<file path="src/core/status_pin_pkg.sv">
// package: register map, field layout, reset values and source codes of the status pin selector
package status_pin_pkg;

  // register indices as printed; byte address is four times the index
  localparam logic [7:0]  PIN_A_CTRL_IDX   = 8'h1B;
  localparam logic [7:0]  PIN_B_CTRL_IDX   = 8'h1C;
  localparam logic [7:0]  IRQ_STATUS_IDX   = 8'h20;
  localparam logic [7:0]  IRQ_MASK_IDX     = 8'h21;
  localparam logic [7:0]  PIN_LEVEL_IDX    = 8'h22;
  localparam logic [11:0] PIN_A_CTRL_ADDR  = {2'h0, PIN_A_CTRL_IDX, 2'h0};
  localparam logic [11:0] PIN_B_CTRL_ADDR  = {2'h0, PIN_B_CTRL_IDX, 2'h0};
  localparam logic [11:0] IRQ_STATUS_ADDR  = {2'h0, IRQ_STATUS_IDX, 2'h0};
  localparam logic [11:0] IRQ_MASK_ADDR    = {2'h0, IRQ_MASK_IDX, 2'h0};
  localparam logic [11:0] PIN_LEVEL_ADDR   = {2'h0, PIN_LEVEL_IDX, 2'h0};

  // field layout of the two pin control registers
  localparam int          SEL_MSB          = 7;
  localparam int          SEL_LSB          = 4;
  localparam int          POL_BIT          = 3;
  localparam logic [3:0]  PIN_A_SEL_RST    = 4'h5;
  localparam logic [3:0]  PIN_B_SEL_RST    = 4'h2;
  localparam logic        PIN_A_POL_RST    = 1'h1;
  localparam logic        PIN_B_POL_RST    = 1'h1;

  // event bits of the status and mask registers
  localparam int          EV_PRI_LOSS      = 0;
  localparam int          EV_SEC_LOSS      = 1;
  localparam int          EV_UNLOCK        = 2;
  localparam int          EV_AUTO_SWITCH   = 3;
  localparam int          EV_WIDTH         = 4;
  localparam logic [3:0]  IRQ_MASK_RST     = 4'h0;

  // AXI responses
  localparam logic [1:0]  RESP_OKAY        = 2'h0;
  localparam logic [1:0]  RESP_SLVERR      = 2'h2;

  // source codes shared by both pins
  localparam logic [3:0]  SRC_PRI_LOSS     = 4'h0;
  localparam logic [3:0]  SRC_SEC_LOSS     = 4'h1;
  localparam logic [3:0]  SRC_UNLOCK       = 4'h2;
  localparam logic [3:0]  SRC_R_DIV2       = 4'h3;
  localparam logic [3:0]  SRC_N_DIV2       = 4'h4;
  localparam logic [3:0]  SRC_VCO_CAL      = 4'h8;
  localparam logic [3:0]  SRC_IRQ_SUMMARY  = 4'hA;
  localparam logic [3:0]  SRC_M_DIV2       = 4'hB;
  localparam logic [3:0]  SRC_NVM_BUSY     = 4'hD;
  localparam logic [3:0]  SRC_AUTO_SWITCH  = 4'hE;

  // all candidate sources presented to one pin mux
  typedef struct packed {
    logic pri_loss;
    logic sec_loss;
    logic unlock;
    logic r_div2;
    logic r_bypass;
    logic n_div2;
    logic vco_cal;
    logic irq_summary;
    logic m_div2;
    logic m_bypass;
    logic nvm_busy;
    logic auto_switch;
  } pin_sources_t;

  // one pin's programmed setting
  typedef struct packed {
    logic [3:0] sel;
    logic       pol;
  } pin_cfg_t;

  // test takeover of one pin
  typedef struct packed {
    logic en;
    logic level;
  } pin_test_t;

endpackage

</file>
<file path="src/core/status_pin_selector.sv">
// module: status pin selector top with AXI4-Lite registers and event interrupt
//
// Added by the designer: the AXI4-Lite register port.
`timescale 1ns/100ps
`default_nettype none

module status_pin_selector
  import status_pin_pkg::*;
(
  input  wire logic         aclk,
  input  wire logic         aresetn,
  // AXI4-Lite slave
  input  wire logic [11:0]  s_axi_awaddr,
  input  wire logic         s_axi_awvalid,
  output logic              s_axi_awready,
  input  wire logic [31:0]  s_axi_wdata,
  input  wire logic [3:0]   s_axi_wstrb,
  input  wire logic         s_axi_wvalid,
  output logic              s_axi_wready,
  output logic [1:0]        s_axi_bresp,
  output logic              s_axi_bvalid,
  input  wire logic         s_axi_bready,
  input  wire logic [11:0]  s_axi_araddr,
  input  wire logic         s_axi_arvalid,
  output logic              s_axi_arready,
  output logic [31:0]       s_axi_rdata,
  output logic [1:0]        s_axi_rresp,
  output logic              s_axi_rvalid,
  input  wire logic         s_axi_rready,
  // internal conditions
  input  wire logic         pri_signal_missing,
  input  wire logic         sec_signal_missing,
  input  wire logic         pll_unlocked,
  input  wire logic         r_div_half,
  input  wire logic         r_div_bypass,
  input  wire logic         n_div_half,
  input  wire logic         m_div_half,
  input  wire logic         m_div_bypass,
  input  wire logic         vco_cal_active,
  input  wire logic         irq_flags_summary,
  input  wire logic         nvm_active,
  input  wire logic         auto_switch_sec_to_pri,
  input  wire logic         detector_bypass,
  // test takeover
  input  wire pin_test_t    pin_a_test,
  input  wire pin_test_t    pin_b_test,
  // pins and interrupt
  output logic              status_pin_a,
  output logic              status_pin_b,
  output logic              irq
);

  // ----------------------------------------------------------------
  // register state
  // ----------------------------------------------------------------
  pin_cfg_t              cfg_a_q;
  pin_cfg_t              cfg_b_q;
  logic [EV_WIDTH-1:0]   irq_status_q;
  logic [EV_WIDTH-1:0]   irq_mask_q;
  logic [EV_WIDTH-1:0]   ev_level_q;

  logic                  aw_held_q;
  logic [11:0]           aw_addr_q;
  logic                  w_held_q;
  logic [31:0]           w_data_q;
  logic [3:0]            w_strb_q;
  logic                  bvalid_q;
  logic [1:0]            bresp_q;
  logic                  rvalid_q;
  logic [31:0]           rdata_q;
  logic [1:0]            rresp_q;

  // ----------------------------------------------------------------
  // write channel capture: address and data taken in either order
  // ----------------------------------------------------------------
  logic        aw_take;
  logic        w_take;
  logic        wr_go;
  logic [11:0] wr_addr;
  logic [31:0] wr_data;
  logic        wr_lane0;
  logic        wr_hit_a;
  logic        wr_hit_b;
  logic        wr_hit_st;
  logic        wr_hit_mk;
  logic        wr_hit_lv;
  logic        wr_mapped;

  assign s_axi_awready = !aw_held_q && !bvalid_q;
  assign s_axi_wready  = !w_held_q && !bvalid_q;
  assign aw_take       = s_axi_awvalid && s_axi_awready;
  assign w_take        = s_axi_wvalid && s_axi_wready;
  assign wr_go         = (aw_held_q || aw_take) && (w_held_q || w_take);
  assign wr_addr       = aw_held_q ? aw_addr_q : s_axi_awaddr;
  assign wr_data       = w_held_q ? w_data_q : s_axi_wdata;
  // all fields live in byte lane 0
  assign wr_lane0      = w_held_q ? w_strb_q[0] : s_axi_wstrb[0];
  assign wr_hit_a      = wr_go && (wr_addr == PIN_A_CTRL_ADDR);
  assign wr_hit_b      = wr_go && (wr_addr == PIN_B_CTRL_ADDR);
  assign wr_hit_st     = wr_go && (wr_addr == IRQ_STATUS_ADDR);
  assign wr_hit_mk     = wr_go && (wr_addr == IRQ_MASK_ADDR);
  assign wr_hit_lv     = wr_go && (wr_addr == PIN_LEVEL_ADDR);
  assign wr_mapped     = wr_hit_a || wr_hit_b || wr_hit_st || wr_hit_mk || wr_hit_lv;

  // hold whichever half of a write arrived first
  always_ff @(posedge aclk)
  begin
    if (!aresetn)
    begin
      aw_held_q <= 1'b0;
      w_held_q  <= 1'b0;
      aw_addr_q <= 12'h000;
      w_data_q  <= 32'h0000_0000;
      w_strb_q  <= 4'h0;
    end
    else
    begin
      aw_held_q <= wr_go ? 1'b0 : (aw_held_q || aw_take);
      w_held_q  <= wr_go ? 1'b0 : (w_held_q || w_take);
      if (aw_take)
        aw_addr_q <= s_axi_awaddr;
      if (w_take)
      begin
        w_data_q <= s_axi_wdata;
        w_strb_q <= s_axi_wstrb;
      end
    end
  end

  // write response, slave error on an unmapped address
  always_ff @(posedge aclk)
  begin
    if (!aresetn)
    begin
      bvalid_q <= 1'b0;
      bresp_q  <= RESP_OKAY;
    end
    else if (wr_go)
    begin
      bvalid_q <= 1'b1;
      bresp_q  <= wr_mapped ? RESP_OKAY : RESP_SLVERR;
    end
    else if (s_axi_bready)
      bvalid_q <= 1'b0;
  end

  assign s_axi_bvalid = bvalid_q;
  assign s_axi_bresp  = bresp_q;

  // ----------------------------------------------------------------
  // control registers
  // ----------------------------------------------------------------
  always_ff @(posedge aclk)
  begin
    if (!aresetn)
    begin
      cfg_a_q    <= '{sel: PIN_A_SEL_RST, pol: PIN_A_POL_RST};
      cfg_b_q    <= '{sel: PIN_B_SEL_RST, pol: PIN_B_POL_RST};
      irq_mask_q <= IRQ_MASK_RST;
    end
    else if (wr_lane0)
    begin
      if (wr_hit_a)
        cfg_a_q <= '{sel: wr_data[SEL_MSB:SEL_LSB], pol: wr_data[POL_BIT]};
      if (wr_hit_b)
        cfg_b_q <= '{sel: wr_data[SEL_MSB:SEL_LSB], pol: wr_data[POL_BIT]};
      if (wr_hit_mk)
        irq_mask_q <= wr_data[EV_WIDTH-1:0];
    end
  end

  // ----------------------------------------------------------------
  // events: rising edges of loss, unlock and auto switch
  // ----------------------------------------------------------------
  logic [EV_WIDTH-1:0] ev_level;
  logic [EV_WIDTH-1:0] ev_rise;
  logic [EV_WIDTH-1:0] st_clear;

  // bypass is deliberately not used here: flags see the raw detectors
  assign ev_level = {auto_switch_sec_to_pri, pll_unlocked,
                     sec_signal_missing, pri_signal_missing};
  assign ev_rise  = ev_level & ~ev_level_q;
  assign st_clear = (wr_hit_st && wr_lane0) ? wr_data[EV_WIDTH-1:0] : {EV_WIDTH{1'b0}};

  // sticky status, write one to clear; a new event wins over the clear
  always_ff @(posedge aclk)
  begin
    if (!aresetn)
    begin
      ev_level_q   <= {EV_WIDTH{1'b0}};
      irq_status_q <= {EV_WIDTH{1'b0}};
    end
    else
    begin
      ev_level_q   <= ev_level;
      irq_status_q <= (irq_status_q & ~st_clear) | ev_rise;
    end
  end

  assign irq = |(irq_status_q & irq_mask_q);

  // ----------------------------------------------------------------
  // pin muxes
  // ----------------------------------------------------------------
  pin_sources_t src;
  logic         raw_a;
  logic         raw_b;

  assign src = '{pri_loss:    pri_signal_missing,
                 sec_loss:    sec_signal_missing,
                 unlock:      pll_unlocked,
                 r_div2:      r_div_half,
                 r_bypass:    r_div_bypass,
                 n_div2:      n_div_half,
                 vco_cal:     vco_cal_active,
                 irq_summary: irq_flags_summary,
                 m_div2:      m_div_half,
                 m_bypass:    m_div_bypass,
                 nvm_busy:    nvm_active,
                 auto_switch: auto_switch_sec_to_pri};

  status_pin_mux u_pin_a (
    .aclk    (aclk),
    .aresetn (aresetn),
    .src     (src),
    .cfg     (cfg_a_q),
    .test    (pin_a_test),
    .pin     (status_pin_a),
    .raw     (raw_a)
  );

  status_pin_mux u_pin_b (
    .aclk    (aclk),
    .aresetn (aresetn),
    .src     (src),
    .cfg     (cfg_b_q),
    .test    (pin_b_test),
    .pin     (status_pin_b),
    .raw     (raw_b)
  );

  // ----------------------------------------------------------------
  // read channel: one cycle to rvalid
  // ----------------------------------------------------------------
  logic        rd_take;
  logic [31:0] rd_word;
  logic        rd_mapped;

  assign s_axi_arready = !rvalid_q;
  assign rd_take       = s_axi_arvalid && s_axi_arready;
  assign rd_mapped     = (s_axi_araddr == PIN_A_CTRL_ADDR) || (s_axi_araddr == PIN_B_CTRL_ADDR) ||
                         (s_axi_araddr == IRQ_STATUS_ADDR) || (s_axi_araddr == IRQ_MASK_ADDR) ||
                         (s_axi_araddr == PIN_LEVEL_ADDR);
  // reserved bits 2:0 read as zero
  assign rd_word =
    (s_axi_araddr == PIN_A_CTRL_ADDR) ? {24'h00_0000, cfg_a_q.sel, cfg_a_q.pol, 3'h0} :
    (s_axi_araddr == PIN_B_CTRL_ADDR) ? {24'h00_0000, cfg_b_q.sel, cfg_b_q.pol, 3'h0} :
    (s_axi_araddr == IRQ_STATUS_ADDR) ? {28'h000_0000, irq_status_q} :
    (s_axi_araddr == IRQ_MASK_ADDR)   ? {28'h000_0000, irq_mask_q} :
    (s_axi_araddr == PIN_LEVEL_ADDR)  ? {28'h000_0000, raw_b, raw_a, status_pin_b, status_pin_a} :
    32'h0000_0000;

  always_ff @(posedge aclk)
  begin
    if (!aresetn)
    begin
      rvalid_q <= 1'b0;
      rdata_q  <= 32'h0000_0000;
      rresp_q  <= RESP_OKAY;
    end
    else if (rd_take)
    begin
      rvalid_q <= 1'b1;
      rdata_q  <= rd_word;
      rresp_q  <= rd_mapped ? RESP_OKAY : RESP_SLVERR;
    end
    else if (s_axi_rready)
      rvalid_q <= 1'b0;
  end

  assign s_axi_rvalid = rvalid_q;
  assign s_axi_rdata  = rdata_q;
  assign s_axi_rresp  = rresp_q;
endmodule

`default_nettype wire

</file>
<file path="src/core/status_pin_mux.sv">
// module: one status pin source mux with polarity and test takeover
`timescale 1ns/100ps
`default_nettype none

module status_pin_mux
  import status_pin_pkg::*;
(
  input  wire logic         aclk,
  input  wire logic         aresetn,
  input  wire pin_sources_t src,
  input  wire pin_cfg_t     cfg,
  input  wire pin_test_t    test,
  output logic              pin,
  output logic              raw
);

  logic sel_raw;
  logic pin_d;
  logic pin_q;

  // source selection; reserved codes give an inactive raw level
  assign sel_raw =
    (cfg.sel == SRC_PRI_LOSS)    ? src.pri_loss :
    (cfg.sel == SRC_SEC_LOSS)    ? src.sec_loss :
    (cfg.sel == SRC_UNLOCK)      ? src.unlock :
    (cfg.sel == SRC_R_DIV2)      ? (src.r_div2 & ~src.r_bypass) :
    (cfg.sel == SRC_N_DIV2)      ? src.n_div2 :
    (cfg.sel == SRC_VCO_CAL)     ? src.vco_cal :
    (cfg.sel == SRC_IRQ_SUMMARY) ? src.irq_summary :
    (cfg.sel == SRC_M_DIV2)      ? (src.m_div2 & ~src.m_bypass) :
    (cfg.sel == SRC_NVM_BUSY)    ? src.nvm_busy :
    (cfg.sel == SRC_AUTO_SWITCH) ? src.auto_switch :
    1'b0;

  // polarity, then test takeover wins over both select and polarity
  assign pin_d = test.en ? test.level : (cfg.pol ? sel_raw : ~sel_raw);

  // registered pin so the output is glitch free during a select change
  always_ff @(posedge aclk)
  begin
    if (!aresetn)
      pin_q <= 1'b0;
    else
      pin_q <= pin_d;
  end

  assign pin = pin_q;
  assign raw = sel_raw;

endmodule

`default_nettype wire

</file>
<file path="config.mk">
export PLATFORM = sky130hd
export DESIGN_NAME = status_pin_selector
export DESIGN_NICKNAME = d
export VERILOG_FILES = /design/src/core/status_pin_pkg.sv /design/src/core/status_pin_selector.sv /design/src/core/status_pin_mux.sv
export SDC_FILE = /design/constraint.sdc
export NUM_CORES = 1
export LEC_CHECK = 0
export BUFFER_PORTS_ARGS = -buffer_cell sky130_fd_sc_hd__buf_2
export CORE_UTILIZATION = 50
export CTS_BUF_LIST = sky130_fd_sc_hd__clkbuf_4
export CTS_CLUSTER_SIZE = 24
export DETAILED_ROUTE_END_ITERATION = 10
export GPL_TIMING_DRIVEN = 0
export PLACE_DENSITY = 0.81
export SLEW_MARGIN = 10
export SYNTH_ARGS = -nofsm -noshare
export SYNTH_HDL_FRONTEND = slang
export SYNTH_HIERARCHICAL = 1
export SYNTH_SLANG_ARGS = --single-unit
</file>
<file path="constraint.sdc">
create_clock -name aclk -period 2.58 [get_ports aclk]
set_input_delay 0.774 -clock aclk [delete_from_list [all_inputs] [get_ports aclk]]
set_output_delay 0.774 -clock aclk [all_outputs]
set_load 0.01 [all_outputs]
</file>
Yosys cells after proc, flatten, opt, wreduce, memory -nomap -nowiden:

Cells that the tools add are included.

* flip-flop bits (word level): 85
* bits in latches: 0
* memory bits (writable): 0
* bits in read-only memories: 0
* bits of input ports: 84
* output and inout port bits: 44
* word-level logic and storage cells: 134
* memories: 0

* $add $sub $neg: 0
* multipliers: 0
* div/mod/pow operators: 0
* $lt $le $gt $ge: 0
* equal/unequal tests: 28
* shift-type cells: 0
* mux-type cells: 39
* bitwise operators: 13
* reduce and logical (&&, ||, !) cells: 35

Operators with widths (count)
* 12-bit by 8-bit equality test with 1-bit output (second input constant): 6
* 12-bit by 7-bit equality test with 1-bit output (second input constant): 4
* 4-bit equality test (second input constant): 10
* 1-bit two-way mux: 29
* 8-bit two-way mux: 3
* 4-bit by 2-bit equality test with 1-bit output (second input constant): 4
* 4-bit two-way mux: 4
* 4-bit bitwise AND: 3
* 1-bit logical AND: 12
* 12-bit two-way mux: 1
* 1-bit logical OR: 10
* 4-bit by 1-bit equality test with 1-bit output (second input constant): 2
* 4-bit by 3-bit equality test with 1-bit output (second input constant): 2
* 4-bit logical NOT: 2
* 4-bit inverter: 2
* 2-bit AND reduction: 3
* 1-bit inverter: 5
* 1-bit logical NOT: 4
* 2-bit two-way mux: 2
* 4-bit bitwise OR: 1
* 2-bit nonzero test: 2
* 4-bit OR reduction: 1
* 1-bit bitwise AND: 2
* 2-bit OR reduction: 1

Depth between registers and ports, before layout:

* depth after elaboration: 16
* mapped depth: 10
* gate-level depth less buffers: 9

Hierarchy:

Netlist, hierarchy kept.

By module, submodules not included
* status_pin_selector: instances 1, cells each 345, area an instance 2941.6 um^2, seq. area each 1141.1 um^2
* status_pin_mux: instances 2, cells each 28, area an instance 209.0 um^2, seq. area each 20.0 um^2

Worst setup path before layout:

Ideal clock, no wire load.

* path kind: in2reg
* start point: in s_axi_awaddr[8]
* end point: reg cfg_a_q[0] (netlist bit)
* setup time: 0.131 ns
* data arrival time: 1.987 ns
* required time: 2.449 ns
* slack: 0.462 ns
* stages: 6
* buffers on the path: 1
* path through: nor4_2 > nand2_1 > a211o_1 > buf_6 > nor4_1 > o21ai_1

* cells in the longest elaborated chain, start to end: 4

Ends and longest elaborated chain
* start, declared: RTL line status_pin_selector.sv:13 `input wire logic [11:0] s_axi_awaddr,`
* 12-bit two-way mux: RTL line status_pin_selector.sv:94 `assign wr_addr = aw_held_q ? aw_addr_q : s_axi_awaddr;`
* 12-bit by 7-bit equality test with 1-bit output: RTL line status_pin_selector.sv:98 `assign wr_hit_a = wr_go && (wr_addr == PIN_A_CTRL_ADDR);`
* 1-bit logical AND: RTL line status_pin_selector.sv:98
* 2-bit AND reduction (no line)
* end signal, assigned: RTL line status_pin_selector.sv:157 `cfg_a_q <= '{sel: PIN_A_SEL_RST, pol: PIN_A_POL_RST};`
* end signal, assigned: RTL line status_pin_selector.sv:164 `cfg_a_q <= '{sel: wr_data[SEL_MSB:SEL_LSB], pol: wr_data[POL_BIT]};`
* end, declared: RTL line status_pin_selector.sv:56 `pin_cfg_t cfg_a_q;`

Every way passes these cells.
A chain may end at the register's enable or synchronous reset.

Worst setup path in the final report:

* start point: reg cfg_b_q[2] (netlist bit)
* end point: reg rdata_q[3], in the netlist s_axi_rdata[3]

* cells in the longest elaborated chain, start to end: 16
* elaborated cells on any way between the ends: 25
* classes of those cells: 9 x eq/ne; 15 x mux; 1 x reduce/logical

Ends and longest elaborated chain
* start, declared: RTL line status_pin_selector.sv:57 `pin_cfg_t cfg_b_q;`
* start signal, assigned: RTL line status_pin_selector.sv:158 `cfg_b_q <= '{sel: PIN_B_SEL_RST, pol: PIN_B_POL_RST};`
* start signal, assigned: RTL line status_pin_selector.sv:166 `cfg_b_q <= '{sel: wr_data[SEL_MSB:SEL_LSB], pol: wr_data[POL_BIT]};`
* 4-bit equality test: RTL line status_pin_mux.sv:32 `(cfg.sel == SRC_AUTO_SWITCH) ? src.auto_switch :`
* 1-bit two-way mux: RTL line status_pin_mux.sv:32
* 1-bit two-way mux: RTL line status_pin_mux.sv:31 `(cfg.sel == SRC_NVM_BUSY) ? src.nvm_busy :`
* 1-bit two-way mux: RTL line status_pin_mux.sv:30 `(cfg.sel == SRC_M_DIV2) ? (src.m_div2 & ~src.m_bypass) :`
* 1-bit two-way mux: RTL line status_pin_mux.sv:29 `(cfg.sel == SRC_IRQ_SUMMARY) ? src.irq_summary :`
* 1-bit two-way mux: RTL line status_pin_mux.sv:28 `(cfg.sel == SRC_VCO_CAL) ? src.vco_cal :`
* 1-bit two-way mux: RTL line status_pin_mux.sv:27 `(cfg.sel == SRC_N_DIV2) ? src.n_div2 :`
* 1-bit two-way mux: RTL line status_pin_mux.sv:26 `(cfg.sel == SRC_R_DIV2) ? (src.r_div2 & ~src.r_bypass) :`
* 1-bit two-way mux: RTL line status_pin_mux.sv:25 `(cfg.sel == SRC_UNLOCK) ? src.unlock :`
* 1-bit two-way mux: RTL line status_pin_mux.sv:24 `(cfg.sel == SRC_SEC_LOSS) ? src.sec_loss :`
* 1-bit two-way mux (*): RTL line status_pin_mux.sv:23 `(cfg.sel == SRC_PRI_LOSS) ? src.pri_loss :`
* via raw_b: RTL line status_pin_selector.sv:207 `logic raw_b;`
* 4-bit two-way mux (*): RTL line status_pin_selector.sv:260 `(s_axi_araddr == PIN_LEVEL_ADDR) ? {28'h000_0000, raw_b, raw_a, status_pin_b, status_pin_a} :`
* 4-bit two-way mux (*): RTL line status_pin_selector.sv:259 `(s_axi_araddr == IRQ_MASK_ADDR) ? {28'h000_0000, irq_mask_q} :`
* 4-bit two-way mux (*): RTL line status_pin_selector.sv:258 `(s_axi_araddr == IRQ_STATUS_ADDR) ? {28'h000_0000, irq_status_q} :`
* 8-bit two-way mux (*): RTL line status_pin_selector.sv:257 `(s_axi_araddr == PIN_B_CTRL_ADDR) ? {24'h00_0000, cfg_b_q.sel, cfg_b_q.pol, 3'h0} :`
* 8-bit two-way mux (*): RTL line status_pin_selector.sv:256 `(s_axi_araddr == PIN_A_CTRL_ADDR) ? {24'h00_0000, cfg_a_q.sel, cfg_a_q.pol, 3'h0} :`
* end signal, assigned: RTL line status_pin_selector.sv:274 `rdata_q <= rd_word;`
* end, declared: RTL line status_pin_selector.sv:70 `logic [31:0] rdata_q;`

Mark *: on every way through the listed nets, which the timed path passes. The rest lies on a longest branch.

==> summary.md <==
| Metric | Value |
|---|---|
| Ys async rst share | 0 |
| Total Routing Usage GR | 0.238 |
| Core region area | ~6400 µm² |
| Die outline height | between 80 and 90 µm |
| Critical path class | reg -> reg |
| Sequential Power Share | 0.446 |
| Via density | between 5 and 6 |
| Largest fanout on the critical path | 9 |
| Skew final | about 0.007 ns |
| Hold_ws | between 0.4 and 0.5 ns |
| Initial DRC count | 235 |
| Combinational Power Share | 0.174 |
| Final setup violation count | 0 |
| Die X | ~84 µm |
| Crit path largest cell delay | 0.37 ns |
| Routability Congestion | between 0.8 and 0.9 |
| Most used cell, CP | a21oi_1 |
| Port Buf Inserts | 73 |
| Clk slew on worst S/H paths | about 0.10 ns |
| VDD IR max | 391 µV |
| R2r setup slk | about 0.39 ns |
| Setup TNS after final layout | 0 ns |
| Max cap viols | 0 |
| # IOs | approximately 130 |
| Worst-Margin Slew | between 0.5 and 0.6 ns |
| P per Cell Area | between 500 and 600 nW/µm² |
| Post-synth top cells | dfxtp_1, nand2_1, nor2_1 |
| First-pass GRT wire length | 13400 µm |
| CTS tree | yes |
| Slowest cell on crit path | dfxtp_1 |
| H-Tree Depth | 3 |
| Sw Ratio | 0.267 |
| Final period utilization | 0.849 |
| Sequential share of the synthesized area | 0.352 |
| Cell Chain, Critical Path | buf_6 -> nor3b_1 -> nor4b_2 -> a32oi_1 -> a21oi_1 -> inv_1 -> o22ai_1 -> nand3b_1 -> a221o_1 -> a21oi_1 |
| Syn Area/Cell | between 8 and 9 µm² |
| Post-route ant nets | 0 |
| Root buffer cell | clkbuf_4 |
| Rel. slew slack | 0.618 |
| Internal power | about 0.0016 W |
| Top-count cell post-synth | dfxtp_1 |
| Post-CTS setup buffers | 0 |
| Clock group share of total power | 0.381 |
| Num CTS Buffers | 9 |
| Post-synth EDFFs | 0 |
| FF+latch count, synth | 59 |
| Pins Over Slew Limit | 0 |
| Starting Density | 0.523 |
| WL/cell | 13.9 µm |
| Buffers and inverters on the worst path | 2 |
| Post_cts resized | 0 |
| Worst EP arrival | about 2.5 ns |
| Cell Area, Synth | 3360 µm² |
| Setup crit start kind | flop |
| Top FF cell, synth | dfxtp_1 |
| Gate count of the mapped netlist | 401 |
| Fin nets | about 590 |
| Final Hold Fails | 0 |
| Detailed Route WL | a little over 8000 µm |
| WP data required | a little under 3 ns |
| CTS Hold Bufs | 0 |
| Area Overhead vs Synth | 21.9% |
| Number of global-route vias before repair | around 3000 |
| Crit. End Element | flop |
| Synth top area share | 0.352 |
| Detailed placement HPWL | roughly 6200 µm |
| Clock sink count | between 50 and 60 |
| Post-detailed-route DRC marker count | 26 |
| Overflow after GRT | 0 |
| Switch Pwr | 0.000591 W |
| Layout cells sized above 1 | 0.283 |
| Inserted Diodes | 0 |
| Die area | a little over 7000 µm² |
| Min Clock Period, post-route | approximately 2.2 ns |
| Clk buf depth | 2 |
| YS warnings | 6 |
| RSZ-0062 raised after global routing | no |
| Initial antenna violation count | 0 |
| Via count | 3259 |
| Row cnt | 29 |
| Maximum clock frequency | 0.457 GHz |
| TritonRoute pass-1 iters | 8 |
| Distinct cells, synth | 58 |
| Synth area leader | dfxtp_1 |
| Failing checks | DRC |
| Clock latency at the later pin of the worst-skew pair | 0.41 ns |
| Synth area leaders | dfxtp_1, nand2_1, buf_4 |
| Largest net degree at the start of global routing | 14 |
| Cell family with most CP delay | compound AO/OA/AOI/OAI gates |
| Status | finished with violations |
| Leak pwr | ~1.8 nW |
| Worst min-delay path class | reg -> reg |
## flip-flops by register name, indices dropped and copies added (netlist names)
name	cells
irq_mask_q	4
s_axi_rresp	1
u_pin_a/pin	1
u_pin_b/pin	1
s_axi_rvalid	1
aw_addr_q	12
irq_status_q	4
s_axi_bvalid	1
cfg_b_q	5
cfg_a_q	5
ev_level_q	4
s_axi_rdata	8
s_axi_bresp	1
w_strb_q	1
aw_held_q	1
w_data_q	8
w_held_q	1
## layout make-up
type,count,area [µm²]
plain buffers,41,288
clock buffers,10,75.1
clock inverters,6,104
fillers,563,2330
inverters,8,30.0
multi-input cells,318,1950
flip-flops and latches,59,1180
well taps,77,96.3
repair buffers,73,365
## power by group through the flow
stage          clock (W)  sequential [W]  combinational [W]
6_report        0.000842        0.000986           0.000384
5_1_grt         0.000902        0.000992           0.000420
4_1_cts         0.000847        0.000985           0.000381
3_5_place_dp           0         0.00101           0.000378
3_3_place_gp           0         0.00100           0.000370
2_1_floorplan          0         0.00100           0.000255
## metrics by stage
stage                     worst slack (ns)  instance area [µm²]  power (W)  cells  utilization
after floorplan                      0.462                 3450    0.00126    426            -
after global placement               0.197                 3920    0.00137    576        0.610
after detailed placement             0.174                 3920    0.00138    576        0.610
after CTS                            0.457                 4090    0.00221    592        0.637
after global routing                 0.312                 4090    0.00231    592        0.637
final                                0.391                 4090    0.00221    592        0.637
## final timing paths
path | from | endpoint | cells past startpoint
setup / recovery | cfg_b_q[2]$_SDFFE_PN1P_ | s_axi_rdata[3]$_SDFFE_PN0P_ | 10
hold / removal | s_axi_rdata[1]$_SDFFE_PN0P_ | s_axi_rdata[1]$_SDFFE_PN0P_ | 2
setup reg to reg | cfg_b_q[2]$_SDFFE_PN1P_ | s_axi_rdata[3]$_SDFFE_PN0P_ | 10
hold reg to reg | s_axi_rdata[1]$_SDFFE_PN0P_ | s_axi_rdata[1]$_SDFFE_PN0P_ | 2
## layer usage
layer,share of wire,GRT usage
met4,0.018,0.0956
met3,0.084,0.0702
met2,0.46,0.396
met5,0,0
met1,0.43,0.288
## worst min-delay path, delay by kind of cell (launching register included)
| family | cells | cell delay (ns) |
|---|---|---|
| AND/OR/NAND/NOR | 2 | 0.09 |
| flip-flops | 1 | 0.32 |
## cell families after synthesis
| group | synth area share |
|---|---|
| other | 0.00112 |
| muxes | 0.0812 |
| buffers and inverters | 0.0946 |
| AOI/OAI and AO/OA | 0.181 |
| DFF | 0.352 |
| and+or+nand+nor | 0.291 |
## cells in the final DEF (no fill, tap or decap), drive strengths merged, types with 2 or more instances in the layout
cell	Yosys	layout
a211oi	2	2
or3b	2	2
o2111ai	2	2
conb	1	26
nand3	4	4
bufinv	0	3
and2	9	9
inv	7	7
a32oi	4	4
o21ai	12	12
clkinv	1	4
nor3	14	14
nor4b	7	7
a2bb2oi	4	4
a31oi	8	8
mux2	10	10
clkbuf	8	18
nand2	59	59
a21oi	32	32
nor2	37	37
and4b	3	3
mux2i	16	16
a22oi	7	7
nand3b	8	8
nor3b	5	5
nor2b	5	5
nor4	9	9
dfxtp	59	59
o21bai	2	2
o211ai	2	2
a211o	3	3
o22ai	2	2
nand2b	12	12
buf	33	106
(Power assumes the default switching activity.)
